File: src/inc/fdr_pkg.sv
package fdr_pkg;
    localparam int COUNT_W = 32;
    localparam int READY_W = 16;
    localparam int DATA_W = 16;
    localparam logic [COUNT_W-1:0] COUNT_RESET = 32'h0;
    localparam logic [1:0] BYTES_WORD = 2'h2;
    localparam logic [1:0] BYTES_SINGLE = 2'h1;
    localparam logic [READY_W-1:0] THRESHOLD_SEL0 = 16'h0002;
    localparam logic [READY_W-1:0] THRESHOLD_SEL1 = 16'h0004;
    localparam logic [READY_W-1:0] THRESHOLD_SEL2 = 16'h0008;
    localparam logic [READY_W-1:0] THRESHOLD_SEL3 = 16'h0010;
    // synchronised pin bundle {ack, cs_n, rd_n, wr_n[1:0], data}: strobes idle high
    localparam int PIN_SYNC_W = 21;
    localparam logic [PIN_SYNC_W-1:0] PIN_SYNC_RESET = 21'h0f0000;

    function automatic logic [READY_W-1:0] thresholdBytes(input logic [1:0] sel);
        unique case (sel)
            2'h0: thresholdBytes = THRESHOLD_SEL0;
            2'h1: thresholdBytes = THRESHOLD_SEL1;
            2'h2: thresholdBytes = THRESHOLD_SEL2;
            2'h3: thresholdBytes = THRESHOLD_SEL3;
        endcase
    endfunction
endpackage

File: src/fdr_sync2.sv
`timescale 1ns/1ps
module fdr_sync2 #(
    parameter int W = 1,
    parameter logic [W-1:0] RESET_VAL = '0
) (
    // clock and reset
    input wire logic clk,
    input wire logic rstN,
    // data
    input wire logic [W-1:0] din,
    output logic [W-1:0] dout
);
    typedef struct packed {
        logic [W-1:0] stage1;
        logic [W-1:0] stage2;
    } fdr_sync_state_t;

    fdr_sync_state_t state_reg;
    fdr_sync_state_t state_next;

    // the first stage feeds only the second, so metastability never reaches logic
    always_comb begin
        state_next.stage1 = din;
        state_next.stage2 = state_reg.stage1;
    end

    always_ff @(posedge clk or negedge rstN) begin
        if (!rstN) begin
            state_reg <= {RESET_VAL, RESET_VAL};
        end else begin
            state_reg <= state_next;
        end
    end

    assign dout = state_reg.stage2;
endmodule // fdr_sync2

File: src/fdr_dma_request.sv
`timescale 1ns/1ps
module fdr_dma_request (
    // clock and reset
    input wire logic sys_clk,
    input wire logic reset_n,
    // configuration
    input wire logic dirIn,
    input wire logic freeRun,
    input wire logic thrEnable,
    input wire logic [1:0] burstThreshold,
    input wire logic bus16,
    input wire logic reqActiveHigh,
    input wire logic ackActiveHigh,
    // control and status
    input wire logic startPulse,
    input wire logic stopPulse,
    input wire logic [fdr_pkg::COUNT_W-1:0] transferCountIn,
    input wire logic completeClear,
    output logic running,
    output logic completeFlag,
    output logic [fdr_pkg::COUNT_W-1:0] transferCount,
    output logic [fdr_pkg::READY_W-1:0] guaranteedBytes,
    output logic transferDone,
    output logic [1:0] bytesMoved,
    // FIFO status
    input wire logic [fdr_pkg::READY_W-1:0] fifoFree,
    input wire logic [fdr_pkg::READY_W-1:0] fifoData,
    input wire logic fifoReadable,
    // DMA pins
    output logic dmaRequestOut,
    input wire logic dmaAcknowledgeIn,
    // CPU bus pins
    input wire logic chipSelectN,
    input wire logic readStrobeN,
    input wire logic [1:0] byteWriteStrobesN,
    input wire logic [fdr_pkg::DATA_W-1:0] busDataIn,
    output logic [fdr_pkg::DATA_W-1:0] busDataOut,
    output logic busDataOe,
    // register file side
    input wire logic ramWindowSelect,
    input wire logic [fdr_pkg::DATA_W-1:0] regReadData,
    input wire logic [fdr_pkg::DATA_W-1:0] ramReadData,
    output logic [1:0] regWriteEnable,
    output logic [fdr_pkg::DATA_W-1:0] regWriteData
);
    typedef struct packed {
        logic running;
        logic [fdr_pkg::COUNT_W-1:0] count;
        logic request;
        logic [fdr_pkg::READY_W-1:0] guarantee;
        logic complete;
        logic accessPrev;
        logic [1:0] lastBytes;
        logic transferDone;
        logic [1:0] writeLanesPrev;
        logic [fdr_pkg::DATA_W-1:0] writeHold;
        logic [1:0] regWriteEnable;
        logic [fdr_pkg::DATA_W-1:0] regWriteData;
        logic [fdr_pkg::DATA_W-1:0] busDataOut;
        logic readLive;
    } fdr_state_t;

    fdr_state_t state_reg;
    fdr_state_t state_next;
    logic rstN;
    logic [fdr_pkg::PIN_SYNC_W-1:0] pinSync;
    logic ackSync;
    logic csSyncN;
    logic rdSyncN;
    logic [1:0] wrSyncN;
    logic [fdr_pkg::DATA_W-1:0] dataSync;
    logic ackActive;
    logic csActive;
    logic rdActive;
    logic [1:0] writeLanes;
    logic dmaAccess;
    logic accessEnd;
    logic [1:0] accessBytes;
    logic finalAccess;
    logic countExpired;
    logic reqLive;
    logic [fdr_pkg::READY_W-1:0] readyBytes;
    logic [fdr_pkg::READY_W-1:0] thrBytes;

    // reset asserts at once and releases two edges later
    fdr_sync2 #(.W(1), .RESET_VAL(1'b0)) resetSync (
        .clk(sys_clk),
        .rstN(reset_n),
        .din(1'b1),
        .dout(rstN)
    );

    fdr_sync2 #(.W(fdr_pkg::PIN_SYNC_W), .RESET_VAL(fdr_pkg::PIN_SYNC_RESET)) pinSyncer (
        .clk(sys_clk),
        .rstN(rstN),
        .din({dmaAcknowledgeIn, chipSelectN, readStrobeN, byteWriteStrobesN, busDataIn}),
        .dout(pinSync)
    );

    assign {ackSync, csSyncN, rdSyncN, wrSyncN, dataSync} = pinSync;
    assign ackActive = ackActiveHigh ? ackSync : ~ackSync;
    assign csActive = ~csSyncN;
    assign rdActive = ~rdSyncN;
    assign writeLanes = csActive ? ~wrSyncN : 2'h0;
    assign dmaAccess = ackActive & (rdActive | (|(~wrSyncN)));
    assign accessEnd = state_reg.accessPrev & ~dmaAccess;
    // a lone byte on the wide bus only for the last count
    assign accessBytes = (bus16 && (freeRun || state_reg.count != 32'h1)) ?
        fdr_pkg::BYTES_WORD : fdr_pkg::BYTES_SINGLE;
    assign finalAccess = dmaAccess & state_reg.running & ~freeRun &
        (state_reg.count <= {30'h0, accessBytes});
    assign countExpired = accessEnd & state_reg.running & ~freeRun &
        (state_reg.count <= {30'h0, state_reg.lastBytes});
    assign readyBytes = dirIn ? fifoFree : (fifoReadable ? fifoData : 16'h0);
    assign thrBytes = fdr_pkg::thresholdBytes(burstThreshold);

    always_comb begin
        logic [fdr_pkg::COUNT_W-1:0] ready32;
        logic [fdr_pkg::COUNT_W-1:0] thr32;
        logic [fdr_pkg::COUNT_W-1:0] amount;
        logic want;
        ready32 = {16'h0, readyBytes};
        thr32 = {16'h0, thrBytes};
        amount = 32'h0;
        want = 1'b0;
        state_next = state_reg;

        if (thrEnable) begin
            if (freeRun || state_reg.count >= thr32) begin
                want = ready32 >= thr32;
                amount = thr32;
            end else begin
                want = ready32 >= state_reg.count;
                amount = state_reg.count;
            end
        end else if (!freeRun && ready32 >= state_reg.count) begin
            want = 1'b1;
            amount = state_reg.count;
        end else if (bus16) begin
            want = ready32 >= 32'h2;
            amount = ready32 & ~32'h1;
        end else begin
            want = ready32 >= 32'h1;
            amount = ready32;
        end
        if (!freeRun && state_reg.count == fdr_pkg::COUNT_RESET) begin
            want = 1'b0;
        end

        // re-evaluated every cycle, so each access sees fresh FIFO levels
        state_next.request = state_reg.running & want & ~finalAccess & ~countExpired &
            ~stopPulse;
        state_next.guarantee = want ? amount[fdr_pkg::READY_W-1:0] : 16'h0;

        state_next.accessPrev = dmaAccess;
        if (dmaAccess) begin
            state_next.lastBytes = accessBytes;
        end
        state_next.transferDone = accessEnd & state_reg.running;
        if (accessEnd && state_reg.running && !freeRun) begin
            state_next.count = countExpired ? fdr_pkg::COUNT_RESET :
                state_reg.count - {30'h0, state_reg.lastBytes};
        end

        if (completeClear) begin
            state_next.complete = 1'b0;
        end
        // a stop in the clearing cycle still leaves the flag set
        if (state_reg.running && (stopPulse || countExpired)) begin
            state_next.running = 1'b0;
            state_next.complete = 1'b1;
        end else if (startPulse && !state_reg.running && !stopPulse) begin
            state_next.running = 1'b1;
            state_next.count = transferCountIn;
        end

        // strobe edges are only seen after synchronising, so data is held
        // while the strobe is low and committed on its release
        state_next.writeLanesPrev = writeLanes;
        state_next.regWriteEnable = 2'h0;
        if (|writeLanes) begin
            state_next.writeHold = dataSync;
        end
        if ((|state_reg.writeLanesPrev) && !(|writeLanes)) begin
            state_next.regWriteEnable = state_reg.writeLanesPrev;
            state_next.regWriteData = state_reg.writeHold;
        end

        if (csActive && rdActive) begin
            state_next.busDataOut = ramWindowSelect ? ramReadData : regReadData;
        end
        state_next.readLive = csActive & rdActive;
    end

    always_ff @(posedge sys_clk or negedge rstN) begin
        if (!rstN) begin
            state_reg <= '0;
        end else begin
            state_reg <= state_next;
        end
    end

    assign reqLive = state_reg.request & ~finalAccess;
    assign dmaRequestOut = reqActiveHigh ? reqLive : ~reqLive;
    // enable waits for the first load, so the previous read's data never shows
    assign busDataOe = csActive & rdActive & state_reg.readLive;
    assign busDataOut = state_reg.busDataOut;
    assign running = state_reg.running;
    assign completeFlag = state_reg.complete;
    assign transferCount = state_reg.count;
    assign guaranteedBytes = state_reg.guarantee;
    assign transferDone = state_reg.transferDone;
    assign bytesMoved = state_reg.lastBytes;
    assign regWriteEnable = state_reg.regWriteEnable;
    assign regWriteData = state_reg.regWriteData;
endmodule // fdr_dma_request

File: config.mk
export PLATFORM = sky130hd
export DESIGN_NAME = fdr_dma_request
export DESIGN_NICKNAME = d
export VERILOG_FILES = /design/src/inc/fdr_pkg.sv /design/src/fdr_sync2.sv /design/src/fdr_dma_request.sv
export SDC_FILE = /design/constraint.sdc
export NUM_CORES = 1
export LEC_CHECK = 0
export BUFFER_PORTS_ARGS = -buffer_cell sky130_fd_sc_hd__buf_2
export CORE_MARGIN = 1.5
export CORE_UTILIZATION = 57
export CTS_BUF_LIST = sky130_fd_sc_hd__clkbuf_4 sky130_fd_sc_hd__clkbuf_8 sky130_fd_sc_hd__clkbuf_16
export DETAILED_ROUTE_END_ITERATION = 16
export MAX_ROUTING_LAYER = met4
export PLACE_DENSITY = 0.86
export SYNTH_ARGS = -nofsm -noshare
export SYNTH_HDL_FRONTEND = slang
export SYNTH_SLANG_ARGS = --single-unit
File: constraint.sdc
create_clock -name sys_clk -period 13 [get_ports sys_clk]
set_clock_uncertainty 0.15 [all_clocks]
set_input_delay 0.65 -clock sys_clk [delete_from_list [all_inputs] [get_ports sys_clk]]
set_output_delay 0.65 -clock sys_clk [all_outputs]
set_load 0.05 [all_outputs]
==> results of run 1 <==
## Yosys cell counts, types with 5 or more instances
library cell,instances,area (um^2)
sky130_fd_sc_hd__a211oi_2,11,138
sky130_fd_sc_hd__a21oi_1,11,55.1
sky130_fd_sc_hd__a22o_1,14,123
sky130_fd_sc_hd__and3_1,5,31.3
sky130_fd_sc_hd__buf_4,86,646
sky130_fd_sc_hd__clkbuf_1,18,67.6
sky130_fd_sc_hd__dfrtp_1,144,3600
sky130_fd_sc_hd__dfstp_2,8,210
sky130_fd_sc_hd__ha_1,28,350
sky130_fd_sc_hd__inv_1,27,101
sky130_fd_sc_hd__mux2_2,32,360
sky130_fd_sc_hd__mux2i_1,18,180
sky130_fd_sc_hd__nand2_1,67,251
sky130_fd_sc_hd__nand2b_1,7,43.8
sky130_fd_sc_hd__nand3_1,12,60.1
sky130_fd_sc_hd__nand4_1,9,56.3
sky130_fd_sc_hd__nor2_1,38,143
sky130_fd_sc_hd__nor3_1,14,70.1
sky130_fd_sc_hd__nor4_1,19,119
sky130_fd_sc_hd__o21ai_0,40,200
sky130_fd_sc_hd__o31ai_1,14,105
sky130_fd_sc_hd__xnor2_1,28,245
## worst reg2reg max path, delay by kind of cell, from the launching register on
| family | cells | cell delay (ns) |
|---|---|---|
| and+or+nand+nor | 3 | 1.61 |
| AOI/OAI and AO/OA | 3 | 1.58 |
| DFF | 1 | 0.43 |
## cell families (layout without fill, tap and decap cells)
| logic type | after synthesis | after routing |
|---|---|---|
| buffers and inverters | 137 | 286 |
| AOI/OAI and AO/OA | 120 | 120 |
| adders and majority gates | 29 | 29 |
| xor gates and xnor gates | 32 | 32 |
| muxes | 50 | 50 |
| DFF | 152 | 152 |
| other | 1 | 1 |
| and+or+nand+nor | 199 | 199 |
## power by group through the flow
stage / Clock (W) / Sequential [W] / Combinational, W
floorplan: 0 / 0.000588 / 0.000380
global placement: 0 / 0.000592 / 0.000421
detailed placement: 0 / 0.000596 / 0.000430
CTS: 0.000525 / 0.000589 / 0.000434
global route: 0.000547 / 0.000598 / 0.000463
finish: 0.000518 / 0.000589 / 0.000433
## metrics by stage
stage | hold WS [ns] | util (%) | cells | setup slack [ns] | power (W)
after global routing | 0.160 | 67.9 | 1045 | 7.55 | 0.00161
after CTS | 0.158 | 67.9 | 1045 | 7.84 | 0.00155
final | 0.152 | 67.9 | 1045 | 7.84 | 0.00154
after global placement | 0.164 | 63.1 | 1012 | 8.40 | 0.00101
after detailed placement | 0.170 | 63.1 | 1012 | 8.31 | 0.00103
after floorplan | 0.181 | - | 720 | 8.20 | 0.000968
## routing by layer
layer	share of wire [%]	GRT usage, %
met1	41	32.8
met2	50	44.4
met3	7.1	5.70
met4	2.2	10.1
met5	0	-
## worst min-delay path by stage
| stage | endpoint |
|---|---|
| floorplan | pinSyncer.dout[0] |
| global placement | regWriteData[5] |
| detailed placement | state_reg[39] |
| CTS | pinSyncer.state_next[16] |
| global route | pinSyncer.state_next[16] |
| finish | pinSyncer.dout[5] |
## timing repair
action | 4_1_cts | 5_1_grt
setup buffers | 0 | 0
endpoints found under the hold margin | 2 | 0
hold buffers | 1 | 0
## placed cells by master, fill, tap and decap left out, types with 4 or more instances in the layout
cell	n
sky130_fd_sc_hd__inv_6	5
sky130_fd_sc_hd__dfrtp_1	143
sky130_fd_sc_hd__ha_1	28
sky130_fd_sc_hd__a211oi_1	4
sky130_fd_sc_hd__nor2_1	38
sky130_fd_sc_hd__nor4_1	19
sky130_fd_sc_hd__or4_4	4
sky130_fd_sc_hd__and3_1	5
sky130_fd_sc_hd__nand3_1	12
sky130_fd_sc_hd__a211oi_2	11
sky130_fd_sc_hd__o31ai_1	14
sky130_fd_sc_hd__buf_2	220
sky130_fd_sc_hd__and2_1	4
sky130_fd_sc_hd__mux2i_1	18
sky130_fd_sc_hd__inv_1	27
sky130_fd_sc_hd__xor2_1	4
sky130_fd_sc_hd__dfstp_2	8
sky130_fd_sc_hd__or3_1	4
sky130_fd_sc_hd__nand4_1	9
sky130_fd_sc_hd__mux2_2	32
sky130_fd_sc_hd__xnor2_1	28
sky130_fd_sc_hd__buf_4	6
sky130_fd_sc_hd__a22o_1	14
sky130_fd_sc_hd__nand2b_1	7
sky130_fd_sc_hd__clkbuf_16	17
sky130_fd_sc_hd__o311ai_0	4
sky130_fd_sc_hd__nand2_1	67
sky130_fd_sc_hd__a21oi_1	10
sky130_fd_sc_hd__nor3_1	14
sky130_fd_sc_hd__o21ai_0	40
## area by class of cell
type	count	area (um^2)
inverter	27	101
timing repair buffer	227	1160
fill	1056	4250
sequential	152	3820
clock buffer	19	440
multi-input combinational	431	3070
tap	176	220
clock inverter	13	181
==> reports/results.env, run 1 <==
DRT_ITER0_DRC=377
SYNTHESIZED_AREA_DIVIDED_BY_SYNTHESIZED_CELL_COUNT_UM2=10.7
WORSTSETUPENDPOINT='dmaRequestOut'
SYNTH_SEQ_CELLS=152
REGTOREGSETUPSLACK_NS=9.15
SYNTH.NET_COUNT=881
WORSTPATHBUFFERINVERTERCOUNT=1
YOSYS_WARNINGS=0
CRITICAL_PATH.TOP_DELAY_FAMILY='simple AND/OR/NAND/NOR gates'
SEQ_AREA_FRAC_SYNTH_PCT=49.3
FRACTION_OF_FINAL_LAYOUT_CELLS_WITH_DRIVE_STRENGTH_GREATER_THAN_1_PCT=36.9
CP_SLOWEST_STAGE_DELAY_NS=0.58
SYNTH_COMPOUND_AREA_SHARE_PCT=11.4
MAX_CLOCK_FREQ_MHz=194
TIMING_HOLD_VIOLATIONS_FINAL=0
CRITICAL_PATH_REQUIRED_NS=12.20
SWITCHING_POWER_W=0.000564
WORST_SETUP_PATH_CATEGORY='register to output port'
SYNTHADDERAREAFRAC_PCT=4.79
CORE_MM2=0.0132
CTS_ROOT_BUF='sky130_fd_sc_hd__clkbuf_16'
NETSWITCHINGFRACTION_PCT=36.6
SYN-INSTANCE-COUNT=720
VIA_COUNT_OF_THE_FIRST_GLOBAL_ROUTING_PASS=5871
CELLPOWERDENSITY_mW_PER_MM2=171
INITIAL_CORE_UTIL_PCT=58.4
IOPINCOUNT=221
DIE-WIDTH_UM=120
SYNTH-EDFF-COUNT=0
DRV_SLEW=0
GRT_OVERFLOW_TOTAL=0
PORT_BUFFERS=220
GPL.FINAL_WEIGHTED_CONGESTION=0.909
TIMING.CRITICAL_PATH.FROM='transferCount[24]'
DIE_HEIGHT_UM=120
GRT.TOTAL_USAGE_PCT=26.9
YOSYS_MOST_USED_DFF='sky130_fd_sc_hd__dfrtp_1'
GRT_SETUP_UNREPAIRED='false'
LEAKAGE_DISSIPATION_nW=4.25
DIE_AREA_MM2=0.0143
COUNT_OF_MAXIMUM_CAPACITANCE_VIOLATIONS=0
WORSTMARGINPINSLEW_NS=1.08
FINAL_INSTANCE_AREA_MM2=0.00899
VIAS_CELL=5.60
SYNTHSIMPLEGATEAREAFRAC_PCT=12.8
FIN_CRIT_SH_PCT=39.7
VIAS=5851
POST_DRT_WL_PER_CELL_UM=17.4
POSTSYNTH.ASYNCRESETSHARE_PCT=100
CRIT_ARRIVAL_NS=4.36
R2R_CELLS=6
MUX_CELL_AREA_SHARE_AFTER_SYNTHESIS_PCT=6.99
CRIT_PATH_MAX_FANOUT=7
PEAKVDDDROP_mV=0.108
SETUP_TOTAL_NEGATIVE_SLACK_NS=0
SYN-CELL-AREA_MM2=0.00774
PWR-SHARE-COMB_PCT=28.1
NUMBER_OF_DIODES_ADDED_FOR_ANTENNA_FIXING=0
RR_STARTPOINT='transferCount[24]'
DETAILED_ROUTING_ITERATIONS_PASS_1=5
CP_COMMON_CELL='sky130_fd_sc_hd__or4_4'
INTERNAL-POWER_W=0.000976
HOLD_CLASS='register to asynchronous set/reset pin'
ENDPOINT_KIND='output port'
ROUTED_WIRELENGTH_UM=18200
STATUS='finished clean'
POST_CTS_RESIZE_COUNT=0
SYNTH_TOP_FAMILY_BY_AREA='simple AND/OR/NAND/NOR gates'
WORSTSETUPSTARTPOINTTYPE='register'
GRT_FIRST_PASS_WIRELENGTH_UM=29100
CLOCK_TREE.BUFFER_DEPTH=2
CTS.SINK_COUNT=152
NUM-NETS-FINAL=1017
RELSLEWSLACK_PCT=27.9
REGTOREGENDPOINT='guaranteedBytes[15]'
CTSHTREEMAXLEVEL=4
DRT.ANTENNA.VIOLATING_NETS=0
HIGHEST_DELAY_CELL_ALONG_THE_CRITICAL_PATH='sky130_fd_sc_hd__or4_4'
FINAL_SETUP_VIOLS=0
COUNT_OF_CELL_INSTANCES_TRAVERSED_BY_THE_CRITICAL_PATH=11
NUMBER_OF_CLOCK_BUFFERS_INSERTED_BY_TRITONCTS=17
ROW_COUNT=42
MIN_PERIOD_NS=5.16
GRT_START_MAX_NET_PINS=60
SYN2LAYOUT_AREA_GROWTH_PCT=16.2
YOSYS.AREA_SHARE.XOR_XNOR_PCT=3.62
CTS_TREE='built'
DRC_ERRORS=0
CLKSLEWWORSTSETUPHOLDPATHS_NS=0.06
LARGEST_REGISTER_FFS=32
DETAILED_PLACE_HPWL_UM=13400
POWER.SHARE.SEQUENTIAL_PCT=38.2
ANTENNA_VIOLATIONS_BEFORE_REPAIR=0
POST_SYNTH_NUM_CELL_TYPES=57
SHARE_CLK_OF_TOTAL_POWER_PCT=33.6
PLACEMENT.CELL_AREA_MM2=0.00836
CLK_LATENCY_NS=0.42
PATH_CELLS='or4_4, or4_4, or4_4, o41ai_1, ha_1, nor2b_1, o21ai_0, nand4_1, nand2_1, xor2_1, buf_2'
(Power assumes the default switching activity.)
==> run 2, diff against run 1 <==
--- a/config.mk
+++ b/config.mk
@@ -7,11 +7,11 @@
 export LEC_CHECK = 0
 export BUFFER_PORTS_ARGS = -buffer_cell sky130_fd_sc_hd__buf_2
 export CORE_MARGIN = 1.5
-export CORE_UTILIZATION = 57
+export CORE_UTILIZATION = 48
 export CTS_BUF_LIST = sky130_fd_sc_hd__clkbuf_4 sky130_fd_sc_hd__clkbuf_8 sky130_fd_sc_hd__clkbuf_16
 export DETAILED_ROUTE_END_ITERATION = 16
 export MAX_ROUTING_LAYER = met4
-export PLACE_DENSITY = 0.86
+export PLACE_DENSITY = 0.78
 export SYNTH_ARGS = -nofsm -noshare
 export SYNTH_HDL_FRONTEND = slang
 export SYNTH_SLANG_ARGS = --single-unit
==> constraint.sdc (replaced) <==
create_clock -name sys_clk -period 4.25 [get_ports sys_clk]
set_clock_uncertainty 0.15 [all_clocks]
set_input_delay 0.2125 -clock sys_clk [delete_from_list [all_inputs] [get_ports sys_clk]]
set_output_delay 0.2125 -clock sys_clk [all_outputs]
set_load 0.05 [all_outputs]
==> run 2 against run 1 <==
  * Count of clock-buffer cells in the layout down 1
  * First-iteration DRC count fell by 2.7%
  * Final area up 12%
  * Worst setup slack got worse by 7.8 ns
  * Critical path type unchanged
  * Critical endpoint unchanged
  * Largest power group unchanged
==> reports/results.env, run 2 (same netlist as run 1, synthesis figures left out) <==
NUMBER_OF_CLOCK_BUFFERS_INSERTED_BY_TRITONCTS=17
TIMING.CRITICAL_PATH.FROM='transferCount[25]'
DRT_ITER0_DRC=367
NUMBER_OF_DIODES_ADDED_FOR_ANTENNA_FIXING=0
FRACTION_OF_FINAL_LAYOUT_CELLS_WITH_DRIVE_STRENGTH_GREATER_THAN_1_PCT=34.6
CTSHTREEMAXLEVEL=4
GPL.FINAL_WEIGHTED_CONGESTION=0.894
CTS_TREE='built'
SYN2LAYOUT_AREA_GROWTH_PCT=29.8
HIGHEST_DELAY_CELL_ALONG_THE_CRITICAL_PATH='sky130_fd_sc_hd__or4_4'
ANTENNA_VIOLATIONS_BEFORE_REPAIR=0
FINAL_INSTANCE_AREA_MM2=0.0100
GRT.TOTAL_USAGE_PCT=25.0
GRT_FIRST_PASS_WIRELENGTH_UM=31200
LAYOUT.CELLS.MOST_COMMON='sky130_fd_sc_hd__buf_2'
LAYOUT_COMMON_CELLS='sky130_fd_sc_hd__buf_2, sky130_fd_sc_hd__dfrtp_1, sky130_fd_sc_hd__dlygate4sd3_1, sky130_fd_sc_hd__nand2_1, sky130_fd_sc_hd__o21ai_0'
FILLERS=1199
WORST_SETUP_PATH_CATEGORY='register to output port'
PATH_CELLS='or4_4, or4_4, or4_4, o41ai_4, ha_1, nor2b_1, o21ai_1, nand4_1, nand2_2, xor2_2, buf_6'
WORSTSETUPSTARTPOINTTYPE='register'
INITIAL_CORE_UTIL_PCT=48.9
DIE_AREA_MM2=0.0169
ROUTED_WIRELENGTH_UM=20000
NUM-NETS-FINAL=1116
DIE-WIDTH_UM=130
COUNT_OF_MAXIMUM_CAPACITANCE_VIOLATIONS=0
CTS.SINK_COUNT=152
HOLD_CLASS='input pin to register'
CP_COMMON_CELL='sky130_fd_sc_hd__or4_4'
FINAL_SETUP_VIOLS=0
MAX_CLOCK_FREQ_MHz=238
PEAKVDDDROP_mV=0.305
DIE_HEIGHT_UM=130
DRV_SLEW=0
CLKSLEWWORSTSETUPHOLDPATHS_NS=0.07
FIN_CRIT_SH_PCT=99.0
CLK_LATENCY_NS=0.42
ENDPOINT_KIND='output port'
LEAKAGE_DISSIPATION_nW=4.68
WORSTPATHBUFFERINVERTERCOUNT=1
RR_STARTPOINT='transferCount[10]'
LARGEST_REGISTER_FFS=32
GRT_START_MAX_NET_PINS=112
CORE_MM2=0.0158
ROW_COUNT=46
VIAS_CELL=5.24
TIMING_HOLD_VIOLATIONS_FINAL=0
DRC_ERRORS=0
DETAILED_ROUTING_ITERATIONS_PASS_1=4
CLOCK_TREE.BUFFER_DEPTH=2
MIN_PERIOD_NS=4.21
CELLPOWERDENSITY_mW_PER_MM2=472
DRT.ANTENNA.VIOLATING_NETS=0
CRITICAL_PATH_REQUIRED_NS=3.89
STATUS='finished clean'
VIA_COUNT_OF_THE_FIRST_GLOBAL_ROUTING_PASS=6218
CRITICAL_PATH.TOP_DELAY_FAMILY='simple AND/OR/NAND/NOR gates'
CP_SLOWEST_STAGE_DELAY_NS=0.54
CRIT_ARRIVAL_NS=3.84
HOLD_START='thrEnable'
GRT_SETUP_UNREPAIRED='true'
GRT_OVERFLOW_TOTAL=0
VIAS=6202
CRIT_PATH_MAX_FANOUT=4
DETAILED_PLACE_HPWL_UM=13100
CTS_ROOT_BUF='sky130_fd_sc_hd__clkbuf_16'
REGTOREGSETUPSLACK_NS=0.45
IOPINCOUNT=221
PLACEMENT.CELL_AREA_MM2=0.00848
TOTAL_POWER_W=0.00474
RELSLEWSLACK_PCT=36.0
POST_DRT_WL_PER_CELL_UM=16.9
WORSTMARGINPINSLEW_NS=0.959
PORT_BUFFERS=220
==> run 2: cell types whose count changed in the layout (fill, tap and decap cells not counted), sizes merged <==
cell	previous run	this run
dlygate4sd3	1	92
buf	226	234
clkinv	2	6
bufinv	3	1
clkbuf	19	18
inv	34	33
==> run 2: stage by stage <==
| step | setup WS, ns | utilization, % | TNS, ns | instances | hold slack [ns] |
|---|---|---|---|---|---|
| finish | 0.0443 | 63.4 | 0 | 1184 | 0.0538 |
| global placement | 0.298 | 53.6 | 0 | 1059 | -0.152 |
| detailed placement | 0.280 | 53.6 | 0 | 1059 | -0.147 |
| global route | -0.106 | 63.4 | -0.106 | 1184 | 0.0705 |
| floorplan | 0.134 | - | 0 | 720 | -0.233 |
| CTS | 0.000852 | 63.2 | 0 | 1183 | 0.0261 |
==> run 2: worst reg2reg max path, cell delays in order (launching register included) <==
cell and delay, ns:
sky130_fd_sc_hd__dfrtp_1 0.43, sky130_fd_sc_hd__or4_1 0.62, sky130_fd_sc_hd__or4b_1 0.68, sky130_fd_sc_hd__nor4_1 0.56
sky130_fd_sc_hd__and3_2 0.52, sky130_fd_sc_hd__o21ai_0 0.13, sky130_fd_sc_hd__o21ai_0 0.09, sky130_fd_sc_hd__dlygate4sd3_1 0.57
==> run 2: what timing repair did <==
item,CTS,global route
pin swaps,1,3
buffers inserted,0,1
gates resized for setup,3,5
hold endpoints to repair,74,0
setup endpoints to repair,1,2
hold buffers,92,0
==> run 2: path summary, 6_finish.rpt <==
kind / depth (start not counted) / endpoint
min in group asynchronous: 0 / transferCount[27]
max reg2reg: 7 / completeFlag
min: 3 / guaranteedBytes[0]
min reg2reg: 0 / transferCount[27]
max in group asynchronous: 1 / busDataOut[9]
max: 11 / dmaRequestOut
==> run 2: report_power, final <==
part | internal, W | switching [W]
registers | 0.00164 | 0.000161
clock network | 0.000841 | 0.000664
logic | 0.000470 | 0.000967
total | 0.00295 | 0.00179
==> run 2: cell type report <==
type	count	area (um^2)	area share [%]
flip-flops and latches	152	3820	38.0
multi-input cells	431	3110	31.0
repair buffers	326	2150	21.4
clock buffers	18	433	4.31
well taps	216	270	2.69
clock inverters	14	161	1.61
inverters	27	101	1.01
==> run 2: per-layer routing <==
layer	global-route usage (%)	wire length [um]
met1	29.1	8250
met2	41.9	9830
met3	5.45	1320
met4	10.5	578
met5	-	0
==> run 3, diff against run 2 <==
--- a/config.mk
+++ b/config.mk
@@ -6,12 +6,13 @@
 export NUM_CORES = 1
 export LEC_CHECK = 0
 export BUFFER_PORTS_ARGS = -buffer_cell sky130_fd_sc_hd__buf_2
+export CORE_ASPECT_RATIO = 1.5
 export CORE_MARGIN = 1.5
-export CORE_UTILIZATION = 48
+export CORE_UTILIZATION = 40
 export CTS_BUF_LIST = sky130_fd_sc_hd__clkbuf_4 sky130_fd_sc_hd__clkbuf_8 sky130_fd_sc_hd__clkbuf_16
 export DETAILED_ROUTE_END_ITERATION = 16
 export MAX_ROUTING_LAYER = met4
-export PLACE_DENSITY = 0.78
+export PLACE_DENSITY = 0.67
 export SYNTH_ARGS = -nofsm -noshare
 export SYNTH_HDL_FRONTEND = slang
 export SYNTH_SLANG_ARGS = --single-unit
==> constraint.sdc (replaced) <==
create_clock -name sys_clk -period 4.25 [get_ports sys_clk]
set_clock_uncertainty 0.15 [all_clocks]
set_input_delay 0.425 -clock sys_clk [delete_from_list [all_inputs] [get_ports sys_clk]]
set_output_delay 0.425 -clock sys_clk [all_outputs]
set_load 0.05 [all_outputs]
==> run 3 against run 2 <==
  * The flow now finishes with violations (setup timing)
  * Global-route usage decreased by 6.3 points
  * Final area decreased by 5.8%
  * Critical path depth unchanged
  * Non-clock buffer count decreased by 63
  * Clock power about the same
  * Count of clock-buffer cells in the layout decreased by 1
  * Highest routed layer unchanged
==> reports/results.env, run 3 (same netlist as run 1, synthesis figures left out) <==
NUM-NETS-FINAL=1053
GRT_OVERFLOW_TOTAL=0
PATH_CELLS='or4_4, or4_4, or4_4, o41ai_4, ha_1, nor2b_1, o21ai_1, nand4_1, nand2_2, xor2_4, buf_6'
DIE_AREA_MM2=0.0202
R2R_CELLS=6
WORSTSETUPSTARTPOINTTYPE='register'
GRT_START_MAX_NET_PINS=94
FINAL_SETUP_VIOLS=1
COUNT_OF_MAXIMUM_CAPACITANCE_VIOLATIONS=0
REGTOREGSETUPSLACK_NS=0.82
RR_STARTPOINT='transferCount[11]'
DRT.ANTENNA.VIOLATING_NETS=0
WORST_HOLD_PATH.ENDPOINT='completeFlag'
SYN2LAYOUT_AREA_GROWTH_PCT=22.2
CRIT_ARRIVAL_NS=3.75
DETAILED_PLACE_HPWL_UM=13700
CLOCK_TREE.BUFFER_DEPTH=2
LEAKAGE_DISSIPATION_nW=4.42
MIN_PERIOD_NS=4.32
NUMBER_OF_CLOCK_BUFFERS_INSERTED_BY_TRITONCTS=17
CP_COMMON_CELL='sky130_fd_sc_hd__or4_4'
IOPINCOUNT=221
GRT-BUSIEST-LAYER='met2'
FILLERS=1796
FF_LATCH_AREA_MM2=0.00382
WORSTMARGINPINSLEW_NS=0.984
CP_SLOWEST_STAGE_DELAY_NS=0.55
CRITICAL_PATH_REQUIRED_NS=3.67
ROUTED_WIRELENGTH_UM=18000
DRV_SLEW=0
CRIT_PATH_MAX_FANOUT=4
HOLD_PATH_DEPTH=2
RELSLEWSLACK_PCT=34.4
POST_DRT_WL_PER_CELL_UM=15.4
VIAS=5696
CTS_POST_SETUP_BUFFERS_INSERTED=0
CORE_MM2=0.0191
CTSHTREEMAXLEVEL=4
CTS_TREE='built'
STATUS='complete, but fails checks'
FRACTION_OF_FINAL_LAYOUT_CELLS_WITH_DRIVE_STRENGTH_GREATER_THAN_1_PCT=37.6
SETUP_TOTAL_NEGATIVE_SLACK_NS=-0.0717
CRITICAL_PATH.TOP_DELAY_FAMILY='simple AND/OR/NAND/NOR gates'
MET2_USAGE_PCT=33.2
INITIAL_CORE_UTIL_PCT=40.5
WORST_SETUP_PATH_CATEGORY='register to output port'
CTS.SINK_COUNT=152
TOTAL_POWER_W=0.00463
POSTLAYOUTSETUPSLACKWORST_NS=-0.0717
ANTENNA_VIOLATIONS_BEFORE_REPAIR=2
REGTOREGENDPOINT='transferCount[3]'
DRT_ITER0_DRC=208
CELLPOWERDENSITY_mW_PER_MM2=490
HOLD_CLASS='input pin to register'
HOLD_START='completeClear'
MULTI_INPUT_COMB_AREA_MM2=0.00312
GRT.TOTAL_USAGE_PCT=18.6
COUNT_OF_CELL_INSTANCES_TRAVERSED_BY_THE_CRITICAL_PATH=11
GPL.FINAL_WEIGHTED_CONGESTION=0.937
TIMING.CRITICAL_PATH.FROM='transferCount[24]'
CLK_LATENCY_NS=0.42
FINAL_CELLS=1163
PEAKVDDDROP_mV=0.303
DIE_HEIGHT_UM=173
VIOLATIONS='setup timing'
GROUTE.LAYER.MET1.USAGE_PCT=20.1
GRT_FIRST_PASS_WIRELENGTH_UM=28100
TIMING_HOLD_VIOLATIONS_FINAL=0
GRT_SETUP_UNREPAIRED='true'
DIE-WIDTH_UM=117
MAX_CLOCK_FREQ_MHz=231
PORT_BUFFERS=220
PLACED_CELLS_INCL_TAPS=1107
MET3_USAGE_IN_GLOBAL_ROUTING_PCT=3.43
DRC_ERRORS=0
CTS_ROOT_BUF='sky130_fd_sc_hd__clkbuf_16'
HOLD-WORST-SLACK_NS=0.0394
ROW_COUNT=62
DETAILED_ROUTING_ITERATIONS_PASS_1=4
LARGEST_REGISTER_FFS=32
FIN_CRIT_SH_PCT=102
HIGHEST_DELAY_CELL_ALONG_THE_CRITICAL_PATH='sky130_fd_sc_hd__or4_4'
CLKSLEWWORSTSETUPHOLDPATHS_NS=0.07
VIAS_CELL=4.90
VIA_COUNT_OF_THE_FIRST_GLOBAL_ROUTING_PASS=5691
WORSTPATHBUFFERINVERTERCOUNT=1
LAYOUT_COMMON_CELLS='sky130_fd_sc_hd__buf_2, sky130_fd_sc_hd__dfrtp_1, sky130_fd_sc_hd__nand2_1, sky130_fd_sc_hd__o21ai_0, sky130_fd_sc_hd__nor2_1'
ENDPOINT_KIND='output port'
LAYOUT.CELLS.MOST_COMMON='sky130_fd_sc_hd__buf_2'
run 3: cell types whose count changed in the layout (fill, tap and decap cells not counted), moves of 2 or more:
| cell | before | now |
|---|---|---|
| sky130_fd_sc_hd__inv_8 | 3 | 5 |
| sky130_fd_sc_hd__buf_4 | 13 | 20 |
| sky130_fd_sc_hd__diode_2 | 0 | 2 |
| sky130_fd_sc_hd__dlygate4sd3_1 | 92 | 22 |
| sky130_fd_sc_hd__clkinv_8 | 2 | 4 |
run 3: worst reg2reg max path, delay by kind of cell, from the launching register on:
family,cells,cell delay (ns)
AO/OA/AOI/OAI,1,0.19
AND/OR/NAND/NOR,5,2.51
flip-flops,1,0.42
run 3: metrics by stage:
stage | cell area, um^2 | utilization [%] | setup WS, ns
floorplan | 7760 | - | 0.0185
global placement | 8600 | 45.1 | 0.0718
detailed placement | 8600 | 45.1 | -0.00540
CTS | 9450 | 49.5 | -0.110
global route | 9460 | 49.5 | -0.263
finish | 9460 | 49.5 | -0.0717
run 3: worst max-delay path by stage:
stage,to,slack (ns)
4_1_cts,dmaRequestOut,-0.11
5_1_grt,dmaRequestOut,-0.26
3_5_place_dp,dmaRequestOut,-0.005
3_3_place_gp,dmaRequestOut,0.07
6_report,dmaRequestOut,-0.07
2_1_floorplan,dmaRequestOut,0.02
run 3: timing repair:
action,CTS,global route
hold endpoints to repair,23,0
hold buffers,22,0
resized for setup,6,0
setup endpoints to repair,1,1
cloned,0,0
pin swaps,3,0
run 3: layout make-up:
cell class / count / area share (%)
flip-flops and latches: 152 / 40.4
repair buffers: 263 / 15.8
diodes: 2 / 0.0529
well taps: 256 / 3.39
multi-input cells: 431 / 32.9
clock inverters: 15 / 1.83
clock buffers: 17 / 4.50
inverters: 27 / 1.07
run 3: where the power goes:
group          leakage, nW  internal (W)  switching, W
Sequential            1.83       0.00163      0.000142
Clock                0.289      0.000792      0.000683
Combinational         2.30      0.000433      0.000947
run 3: per-layer routing:
layer	routed length [um]	share of wire, %	vias to the layer above
met5	0	0	-
met4	414	2.3	0
met2	9710	54	169
li1	-	-	2800
met3	742	4.1	22
met1	7090	39	2705
